--- config.mk ---
export PLATFORM = sky130hd
export DESIGN_NAME = core_status_option_regs
export DESIGN_NICKNAME = d
export VERILOG_FILES = /design/src/design/core_status_option_pkg.sv /design/src/design/core_status_option_regs.sv
export SDC_FILE = /design/constraint.sdc
export NUM_CORES = 1
export LEC_CHECK = 0
export ABC_AREA = 1
export BUFFER_PORTS_ARGS = -buffer_cell sky130_fd_sc_hd__buf_2
export CAP_MARGIN = 10
export CORE_ASPECT_RATIO = 1.25
export CORE_MARGIN = 8
export CORE_UTILIZATION = 40
export DETAILED_ROUTE_END_ITERATION = 12
export PLACE_DENSITY = 0.7
export SYNTH_ARGS = -nofsm -noshare
export SYNTH_HDL_FRONTEND = slang
export SYNTH_SLANG_ARGS = --single-unit
--- constraint.sdc ---
create_clock -name CLK_SYS -period 0.9 [get_ports CLK_SYS]
set_clock_uncertainty 0.05 [all_clocks]
set_input_delay 0.045 -clock CLK_SYS [delete_from_list [all_inputs] [get_ports CLK_SYS]]
set_output_delay 0.045 -clock CLK_SYS [all_outputs]
set_load 0.005 [all_outputs]
--- src/design/core_status_option_pkg.sv ---
package core_status_option_pkg;

   // ----------------------------------------------------------------
   // register map and field positions
   // ----------------------------------------------------------------
   localparam logic [4:0] STATUS_ADDR      = 5'h03;
   localparam int         RESERVED_PAGE_BIT = 7;
   localparam int         PAGE_HI          = 6;
   localparam int         PAGE_LO          = 5;
   localparam int         TIMEOUT_BIT      = 4;
   localparam int         POWERDOWN_BIT    = 3;
   localparam int         ZERO_BIT         = 2;
   localparam int         NIBBLE_BIT       = 1;
   localparam int         CARRY_BIT        = 0;

   localparam int         SOURCE_BIT       = 5;
   localparam int         EDGE_BIT         = 4;
   localparam int         ASSIGN_BIT       = 3;
   localparam int         RATIO_HI         = 2;

   // ----------------------------------------------------------------
   // reset values and sizes
   // ----------------------------------------------------------------
   localparam logic [5:0] OPTION_RESET     = 6'h3f;
   localparam logic [2:0] ALU_FLAGS_RESET  = 3'h0;
   localparam int         PAGE_WORDS_LOG2  = 9;
   localparam logic [3:0] TIMER_LOG2_BASE  = 4'h1;

   // ----------------------------------------------------------------
   // alu flag update request
   // ----------------------------------------------------------------
   typedef enum logic [4:0] {
      OP_ADD   = 5'b00001,
      OP_SUB   = 5'b00010,
      OP_ROTR  = 5'b00100,
      OP_ROTL  = 5'b01000,
      OP_LOGIC = 5'b10000
   } alu_op_type;

   typedef struct packed {
      logic       valid;
      alu_op_type op;
      logic [7:0] w;
      logic [7:0] f;
      logic [7:0] result;
   } alu_req_type;

   typedef struct packed {
      logic       source_sel;
      logic       edge_sel;
      logic       assign_watchdog;
      logic [2:0] ratio;
   } option_type;

endpackage : core_status_option_pkg

--- src/design/core_status_option_regs.sv ---
// Contract
// - page select value 0..3 picks one of four 512-word code pages
// - timeout flag is 1 after power-up, watchdog clear or sleep; 0 on timeout
// - powerdown flag is 1 after power-up or watchdog clear; 0 on sleep
// - zero flag follows whether an alu result equals zero
// - on add, nibble carry flag is the carry out of bit 3
// - on add, carry flag is the carry out of bit 7
// - rotate right or left loads carry with operand bit 0 or bit 7
// - alu flag updates block direct writes; timeout, powerdown never written
// - option register is six bits and cannot be read back
// - the option-load instruction copies the working register into option
// - any reset sets all six option bits to one
// - source select 1 counts the external pin, 0 the instruction clock
// - edge select 1 counts falling pin edges, 0 rising edges
// - prescaler goes to the watchdog when 1, to the timer when 0; TIMER_DIV_LOG2 loads the ratio plus 1 and WATCHDOG_DIV_LOG2 the ratio regardless
`timescale 1ns/10ps
module core_status_option_regs (
   input  wire logic                               CLK_SYS,
   input  wire logic                               RST_N,
   input  wire logic                               CORE_RESET,
   input  wire logic                               FILE_WE,
   input  wire logic [4:0]                         FILE_ADDR,
   input  wire logic [7:0]                         FILE_WDATA,
   input  wire core_status_option_pkg::alu_req_type ALU_REQ,
   input  wire logic                               WATCHDOG_CLEAR,
   input  wire logic                               SLEEP_EXEC,
   input  wire logic                               WATCHDOG_TIMEOUT,
   input  wire logic                               OPTION_LOAD,
   input  wire logic [7:0]                         W_REG,
   output logic      [7:0]                         STATUS_Q,
   output logic      [10:0]                        PAGE_BASE,
   output core_status_option_pkg::option_type      OPTION_Q,
   output logic      [3:0]                         TIMER_DIV_LOG2,
   output logic      [3:0]                         WATCHDOG_DIV_LOG2
);

   // ----------------------------------------------------------------
   // alu flag evaluation
   // ----------------------------------------------------------------
   localparam logic [2:0] ALU_FLAGS_RESET_C =
      core_status_option_pkg::ALU_FLAGS_RESET;

   logic       status_wr;
   logic [2:0] next_alu_flags;
   logic [2:0] alu_flag_en;
   logic [8:0] sum;
   logic [4:0] nib_sum;
   logic [7:0] diff;

   assign status_wr = FILE_WE &&
                      FILE_ADDR == core_status_option_pkg::STATUS_ADDR;

   always_comb begin
      sum            = {1'b0, ALU_REQ.f} + {1'b0, ALU_REQ.w};
      nib_sum        = {1'b0, ALU_REQ.f[3:0]} + {1'b0, ALU_REQ.w[3:0]};
      diff           = ALU_REQ.f - ALU_REQ.w;
      next_alu_flags = ALU_FLAGS_RESET_C;
      alu_flag_en    = 3'h0;
      case (ALU_REQ.op)
         core_status_option_pkg::OP_ADD: begin
            next_alu_flags = {sum[7:0] == 8'h00, nib_sum[4],
                              sum[8]};
            alu_flag_en    = 3'h7;
         end
         core_status_option_pkg::OP_SUB: begin
            next_alu_flags = {diff == 8'h00,
                              ALU_REQ.f[3:0] >= ALU_REQ.w[3:0],
                              ALU_REQ.f >= ALU_REQ.w};
            alu_flag_en    = 3'h7;
         end
         core_status_option_pkg::OP_ROTR: begin
            next_alu_flags = {2'h0, ALU_REQ.f[0]};
            alu_flag_en    = 3'h1;
         end
         core_status_option_pkg::OP_ROTL: begin
            next_alu_flags = {2'h0, ALU_REQ.f[7]};
            alu_flag_en    = 3'h1;
         end
         core_status_option_pkg::OP_LOGIC: begin
            next_alu_flags = {ALU_REQ.result == 8'h00, 2'h0};
            alu_flag_en    = 3'h4;
         end
         default: begin
            next_alu_flags = ALU_FLAGS_RESET_C;
            alu_flag_en    = 3'h0;
         end
      endcase
      if (!ALU_REQ.valid) begin
         alu_flag_en = 3'h0;
      end
   end

   // ----------------------------------------------------------------
   // status register
   // ----------------------------------------------------------------
   // the reserved page bit is stored like any other writable bit; giving
   // it meaning is left to software
   always_ff @(posedge CLK_SYS or negedge RST_N) begin
      if (!RST_N) begin
         STATUS_Q[7:5] <= 3'h0;
      end else if (CORE_RESET) begin
         STATUS_Q[7:5] <= 3'h0;
      end else if (status_wr) begin
         STATUS_Q[7:5] <= FILE_WDATA[7:5];
      end
   end

   // timeout wins over a clear in the same cycle so no time-out is lost
   always_ff @(posedge CLK_SYS or negedge RST_N) begin
      if (!RST_N) begin
         STATUS_Q[core_status_option_pkg::TIMEOUT_BIT] <= 1'b1;
      end else if (WATCHDOG_TIMEOUT) begin
         STATUS_Q[core_status_option_pkg::TIMEOUT_BIT] <= 1'b0;
      end else if (WATCHDOG_CLEAR || SLEEP_EXEC) begin
         STATUS_Q[core_status_option_pkg::TIMEOUT_BIT] <= 1'b1;
      end
   end

   always_ff @(posedge CLK_SYS or negedge RST_N) begin
      if (!RST_N) begin
         STATUS_Q[core_status_option_pkg::POWERDOWN_BIT] <= 1'b1;
      end else if (SLEEP_EXEC) begin
         STATUS_Q[core_status_option_pkg::POWERDOWN_BIT] <= 1'b0;
      end else if (WATCHDOG_CLEAR) begin
         STATUS_Q[core_status_option_pkg::POWERDOWN_BIT] <= 1'b1;
      end
   end

   // per flag: alu result first, then a direct write
   genvar g;
   generate
      for (g = 0; g < 3; g++) begin : g_alu_flag
         always_ff @(posedge CLK_SYS or negedge RST_N) begin
            if (!RST_N) begin
               STATUS_Q[g] <= ALU_FLAGS_RESET_C[g];
            end else if (alu_flag_en[g]) begin
               STATUS_Q[g] <= next_alu_flags[g];
            end else if (status_wr && !ALU_REQ.valid) begin
               STATUS_Q[g] <= FILE_WDATA[g];
            end
         end
      end
   endgenerate

   // page base follows the stored page field one cycle later
   always_ff @(posedge CLK_SYS or negedge RST_N) begin
      if (!RST_N) begin
         PAGE_BASE <= 11'h000;
      end else begin
         PAGE_BASE <= {STATUS_Q[core_status_option_pkg::PAGE_HI:
                                core_status_option_pkg::PAGE_LO],
                       9'h000};
      end
   end

   // ----------------------------------------------------------------
   // option register
   // ----------------------------------------------------------------
   // there is no read path: the contents only steer the timer outputs
   localparam logic [3:0] WATCHDOG_LOG2_RESET =
      {1'b0, core_status_option_pkg::OPTION_RESET[2:0]};
   localparam logic [3:0] TIMER_LOG2_RESET =
      WATCHDOG_LOG2_RESET + core_status_option_pkg::TIMER_LOG2_BASE;

   logic [3:0] next_timer_log2;
   assign next_timer_log2 = {1'b0, W_REG[2:0]} +
                            core_status_option_pkg::TIMER_LOG2_BASE;

   always_ff @(posedge CLK_SYS or negedge RST_N) begin
      if (!RST_N) begin
         OPTION_Q <= core_status_option_pkg::OPTION_RESET;
      end else if (CORE_RESET) begin
         OPTION_Q <= core_status_option_pkg::OPTION_RESET;
      end else if (OPTION_LOAD) begin
         OPTION_Q <= W_REG[5:0];
      end
   end

   always_ff @(posedge CLK_SYS or negedge RST_N) begin
      if (!RST_N) begin
         TIMER_DIV_LOG2    <= TIMER_LOG2_RESET;
         WATCHDOG_DIV_LOG2 <= WATCHDOG_LOG2_RESET;
      end else if (CORE_RESET) begin
         TIMER_DIV_LOG2    <= TIMER_LOG2_RESET;
         WATCHDOG_DIV_LOG2 <= WATCHDOG_LOG2_RESET;
      end else if (OPTION_LOAD) begin
         TIMER_DIV_LOG2    <= next_timer_log2;
         WATCHDOG_DIV_LOG2 <= {1'b0, W_REG[2:0]};
      end
   end

   // ----------------------------------------------------------------
   // assertions
   // ----------------------------------------------------------------
   property p_timeout_clear;
      @(posedge CLK_SYS) disable iff (!RST_N)
      WATCHDOG_TIMEOUT |=> !STATUS_Q[4];
   endproperty
   a_timeout_clear: assert property (p_timeout_clear)
      else $error("timeout flag not cleared");

   property p_sleep_flags;
      @(posedge CLK_SYS) disable iff (!RST_N)
      SLEEP_EXEC && !WATCHDOG_TIMEOUT |=> STATUS_Q[4:3] == 2'b10;
   endproperty
   a_sleep_flags: assert property (p_sleep_flags)
      else $error("sleep flags wrong");

   property p_clear_flags;
      @(posedge CLK_SYS) disable iff (!RST_N)
      WATCHDOG_CLEAR && !SLEEP_EXEC && !WATCHDOG_TIMEOUT
         |=> STATUS_Q[4:3] == 2'b11;
   endproperty
   a_clear_flags: assert property (p_clear_flags)
      else $error("watchdog clear flags wrong");

   property p_add_flags;
      @(posedge CLK_SYS) disable iff (!RST_N)
      ALU_REQ.valid && ALU_REQ.op == core_status_option_pkg::OP_ADD
         |=> STATUS_Q[2] ==
                (8'($past(ALU_REQ.f)) + 8'($past(ALU_REQ.w)) == 8'h00) &&
             STATUS_Q[1] == (5'($past(ALU_REQ.f[3:0])) +
                             5'($past(ALU_REQ.w[3:0])) > 5'h0f) &&
             STATUS_Q[0] == (9'($past(ALU_REQ.f)) +
                             9'($past(ALU_REQ.w)) > 9'h0ff);
   endproperty
   a_add_flags: assert property (p_add_flags)
      else $error("add flags wrong");

   property p_sub_carry;
      @(posedge CLK_SYS) disable iff (!RST_N)
      ALU_REQ.valid && ALU_REQ.op == core_status_option_pkg::OP_SUB
         |=> STATUS_Q[1] == ($past(ALU_REQ.f[3:0]) >= $past(ALU_REQ.w[3:0]));
   endproperty
   a_sub_carry: assert property (p_sub_carry)
      else $error("subtract nibble flag wrong");

   property p_rotate;
      @(posedge CLK_SYS) disable iff (!RST_N)
      ALU_REQ.valid && (ALU_REQ.op == core_status_option_pkg::OP_ROTL ||
                        ALU_REQ.op == core_status_option_pkg::OP_ROTR)
         |=> STATUS_Q[0] ==
             ($past(ALU_REQ.op) == core_status_option_pkg::OP_ROTL ?
              $past(ALU_REQ.f[7]) : $past(ALU_REQ.f[0]));
   endproperty
   a_rotate: assert property (p_rotate)
      else $error("rotate carry wrong");

   property p_tdpd_unwritable;
      @(posedge CLK_SYS) disable iff (!RST_N)
      status_wr && !WATCHDOG_TIMEOUT && !WATCHDOG_CLEAR && !SLEEP_EXEC
         |=> $stable(STATUS_Q[4:3]);
   endproperty
   a_tdpd_unwritable: assert property (p_tdpd_unwritable)
      else $error("timeout or powerdown written");

   property p_option_load;
      @(posedge CLK_SYS) disable iff (!RST_N)
      OPTION_LOAD && !CORE_RESET
         |=> OPTION_Q == $past(W_REG[5:0]) &&
             WATCHDOG_DIV_LOG2 == {1'b0, $past(W_REG[2:0])} &&
             TIMER_DIV_LOG2 == WATCHDOG_DIV_LOG2 + 4'h1;
   endproperty
   a_option_load: assert property (p_option_load)
      else $error("option load wrong");

   property p_option_reset;
      @(posedge CLK_SYS) disable iff (!RST_N)
      CORE_RESET |=> OPTION_Q == 6'h3f && STATUS_Q[7:5] == 3'h0;
   endproperty
   a_option_reset: assert property (p_option_reset)
      else $error("reset values wrong");

   property p_page_base;
      @(posedge CLK_SYS) disable iff (!RST_N)
      1'b1 |=> PAGE_BASE == {$past(STATUS_Q[6:5]), 9'h000};
   endproperty
   a_page_base: assert property (p_page_base)
      else $error("page base wrong");

endmodule : core_status_option_regs
==> results <==
- The sum of overflow across all layers after global routing is 0.
- The run finished, with violations left.
- Wires add up to around 5.8 mm.
- The average cell area after synthesis is 6.81 um^2.
- Row generation in the floorplan step produced 28 rows.
- Sorting the synthesized cells by area gives the leading types as sky130_fd_sc_hd__nand2_1 (14%), sky130_fd_sc_hd__dfrtp_1 (14%), sky130_fd_sc_hd__dfstp_2 (12%).
- The number of clock sinks seen by CTS is 20.
- The critical path startpoint is ALU_REQ[8].
- The residual antenna-violating net count after detailed routing is 0.
- The total via count after detailed routing is 2196.
- The cell with the largest stage delay on the worst path is sky130_fd_sc_hd__fa_2.
- Subtracting the final worst setup slack from the clock period gives 1310 ps.
- The first global-routing pass estimated 9.30 mm of wire.
- The total buffers and inverters traversed by the critical path is 2.
- Power comes to around 0.0031 W.
- The largest delay contributor family on the critical path is adder cells.
- Pin placement for this block handled 92 I/O pins.
- Among the stages of the critical path, the cell type that occurs most often is sky130_fd_sc_hd__nor2_1.
- The die covers 7440 um^2.
- The antenna cell count is 0.
- Dividing the detail-routed wire length by the instance count gives around 12 um.
- Counting flops and latches in the post-synthesis netlist gives 20.
- Data on the critical path arrives at its endpoint at 1410 ps.
- Of all nets on the critical path, the largest fanout is 3.
- The maximum root-to-sink buffer count is 2.
- For this configuration, the core starts out at a cell density of 0.416.
- The critical path class is primary input to flop.
- The share of synthesized area in the top cell type comes to 0.145.
- In this run the standard cell core region covers around 4700 um^2.
- Max-cap violations in this run came to 0.
- Counting distinct cell types in the post-synthesis netlist gives 37.
- The worst setup path is captured at a flop.
- The congestion estimate from routability-driven global placement came to 0.950.
- The detailed-router iteration count before antenna repair is 4.
- In the global route stage, met1 resource usage came out at 0.149.
- Setup violations remaining at the end of the flow were counted as 17.
- In the final layout, the share of cells above drive strength 1 is 0.386.
- In the finished design, the share of the clock period the worst path needs comes to 1.45.
- The routed via count divided by cell count is 4.68.
- In the global route stage, met2 resource usage came out at 0.289.
- The layer carrying the most global-route usage is met2.
- The count of endpoints failing hold in the final timing report is 0.
- The count of filler cells inserted in the layout is 447.
- The number of warnings reported in the yosys synthesis log is 0.
- The startpoint of the worst-slack reg-to-reg timing path is STATUS_Q[4]$_DFFE_PN1P_.
- The fraction of met3 tracks used by global routing is 0.0209.
- The start point of the worst hold path is FILE_WDATA[6].
- The cell count after synthesis is just under 300.
- The aggregate global-route resource usage is 0.148.
- Across the VDD grid, the largest voltage drop is 0.000475 V.
- The detailed-placement wirelength estimate is 4.76 mm.
- For this run, design rule violations remaining after detail routing come to 0.
- The total count of max-transition violations in the final report is 0.
- The number of antenna violations at the first check in global routing came to 0.
- The via count of the first global-routing pass came to 2269.
- The synthesized netlist occupies a cell area of 1970 um^2.
- After the first detailed-routing iteration, the DRC count stood at 43.
- Once placement finished, the instance area stood at 2630 um^2.
- The die is roughly 94 um tall.
- In this run the power density over the cells is 1030 nW/um^2.
- The number of buffers inserted during clock tree synthesis is 3.
- Setup repair after global routing could not meet its margin everywhere.
- The largest net degree at the start of global routing is 21.
- The maximum single-stage delay on the critical path is 360 ps.
- During placement, the flow inserted port buffers numbering 77.
- At the worst endpoint, the required time is 1000 ps.
- The checks that failed: negative setup slack.
- For the final routed database, the setup TNS stands at -2360 ps.
- The floorplan step set the die width to 78.7 um.
- In the final design database the tool counted 487 nets.
- The final critical-path setup slack is -408 ps.
- CTS built an H-tree with a depth of 1.
- The portion of the post-synthesis area used by sequential elements is 0.260.
- Walking the worst path, the cells encountered are buf_8 > ha_4 > fa_2 > buf_4 > nand3_4 > nand3_2 > nand2_2 > nand2_2 > a21oi_2 > nor2_1 > nor2_1 > nor2_1.
- For the worst-skew pair, the clock arrives at the later sink with an insertion delay of 250 ps.
- The static leakage power is 1.60 nW.
- The biggest area contributor in the post-synthesis netlist is sky130_fd_sc_hd__nand2_1.
- The clock tree root buffer cell is sky130_fd_sc_hd__clkbuf_8.
- Clock-pin slew was measured on the worst setup and hold paths at around 70 ps.
- The finished cells cover 2980 um^2.
- The pre-CTS setup slack is -722 ps.
- The startpoint kind of the worst setup timing path is a primary input.
- In this run the worst hold path is classified as primary input to flop.
- Final hold analysis gives a worst-case slack of between 1.5 and 2 ps.
- The highest clock frequency the design can meet is about 760 MHz.
- The CTS tree is built.
- The area growth from synthesis to final layout is 51.5%.
## timing repair
item,in CTS,in global routing
resized for setup,17,17
pin swaps,8,7
hold endpoints to repair,19,0
hold buffers,10,0
buffers inserted,2,1
endpoints found under the setup margin,17,19
## power by group
group | switching (W) | internal (W) | leakage, nW
clock | 0.000288 | 0.000389 | 0.0288
combinational | 0.000660 | 0.000678 | 1.33
sequential | 0.0000506 | 0.000997 | 0.239
total | 0.000999 | 0.00206 | 1.60
## synthesized netlist by cell type, drive strengths merged
master and n:
buf 16, nand3 24, o31ai 2, o21bai 1, ha 17, nand2 77
o21a 2, fa 1, dfstp 9, a21oi 16, a31oi 1, o22ai 1
xor2 1, dfrtp 11, o21ai 6, nor2 35, a22o 1, xnor2 1
nand4 6, o22a 4, or2 3, conb 1, nor3 3, inv 46
nand3b 1, nor4 3
## per-layer routing
metal,wire length [um],up-vias,share of wire
met5,0,-,0
met2,3010,73,0.52
met1,2250,968,0.39
li1,-,1142,-
met3,344,13,0.060
met4,149,0,0.026
## cell type report
| cell class | instances | area, um^2 | share of cell area |
|---|---|---|---|
| Tap cell | 60 | 75.1 | 0.0252 |
| Inverter | 46 | 173 | 0.0579 |
| Multi-Input combinational cell | 216 | 1330 | 0.444 |
| Clock buffer | 4 | 55.1 | 0.0185 |
| Timing Repair Buffer | 123 | 842 | 0.282 |
| Sequential cell | 20 | 512 | 0.172 |
## kinds of logic (layout without fill, tap and decap cells)
kind of cell	Yosys count	count (layout)	share of synthesized area
fa+ha+maj	18	18	0.118
xor+xnor	2	2	0.00890
simple gates	152	152	0.351
compound gates	34	34	0.111
buf+inv	62	173	0.149
other cells	1	10	0.00191
flops	20	20	0.260
## worst reg2reg max path, stage by stage, from the launching register on
cell and delay (ps):
sky130_fd_sc_hd__dfstp_2 550, sky130_fd_sc_hd__buf_4 100, sky130_fd_sc_hd__nor3_1 30, sky130_fd_sc_hd__nor2_1 100
## worst paths after layout
kind	end	slack, ps	cells past startpoint
max	STATUS_Q[0]$_DFFE_PN0P_	-410	12
min	STATUS_Q[6]$_DFFE_PN0P_	2	3
max reg2reg	STATUS_Q[4]$_DFFE_PN1P_	-10	3
min reg2reg	PAGE_BASE[9]$_DFF_PN0_	360	0
max in group asynchronous	OPTION_Q[3]$_DFFE_PN1P_	250	2
min in group asynchronous	TIMER_DIV_LOG2[1]$_DFFE_PN0P_	210	2
## state kept, by name, summed over array words and instances (netlist names)
register / cells
STATUS_Q: 8
WATCHDOG_DIV_LOG2: 1
OPTION_Q: 5
TIMER_DIV_LOG2: 4
PAGE_BASE: 2
## cells in the final DEF (no fill, tap or decap), types with 10 or more instances in the layout
cell	count
sky130_fd_sc_hd__buf_2	65
sky130_fd_sc_hd__dfrtp_1	11
sky130_fd_sc_hd__nand3_1	21
sky130_fd_sc_hd__ha_1	10
sky130_fd_sc_hd__buf_6	13
sky130_fd_sc_hd__inv_1	45
sky130_fd_sc_hd__a21oi_1	10
sky130_fd_sc_hd__conb_1	10
sky130_fd_sc_hd__dlygate4sd3_1	10
sky130_fd_sc_hd__nor2_1	30
sky130_fd_sc_hd__nand2_1	72
sky130_fd_sc_hd__buf_4	34
## through the flow
step | util | std cells
CTS | 0.610 | 468
global placement | 0.556 | 452
global route | 0.630 | 469
detailed placement | 0.556 | 452
floorplan | - | 298
finish | 0.630 | 469
No activity file was read; power rests on OpenSTA's default activity.
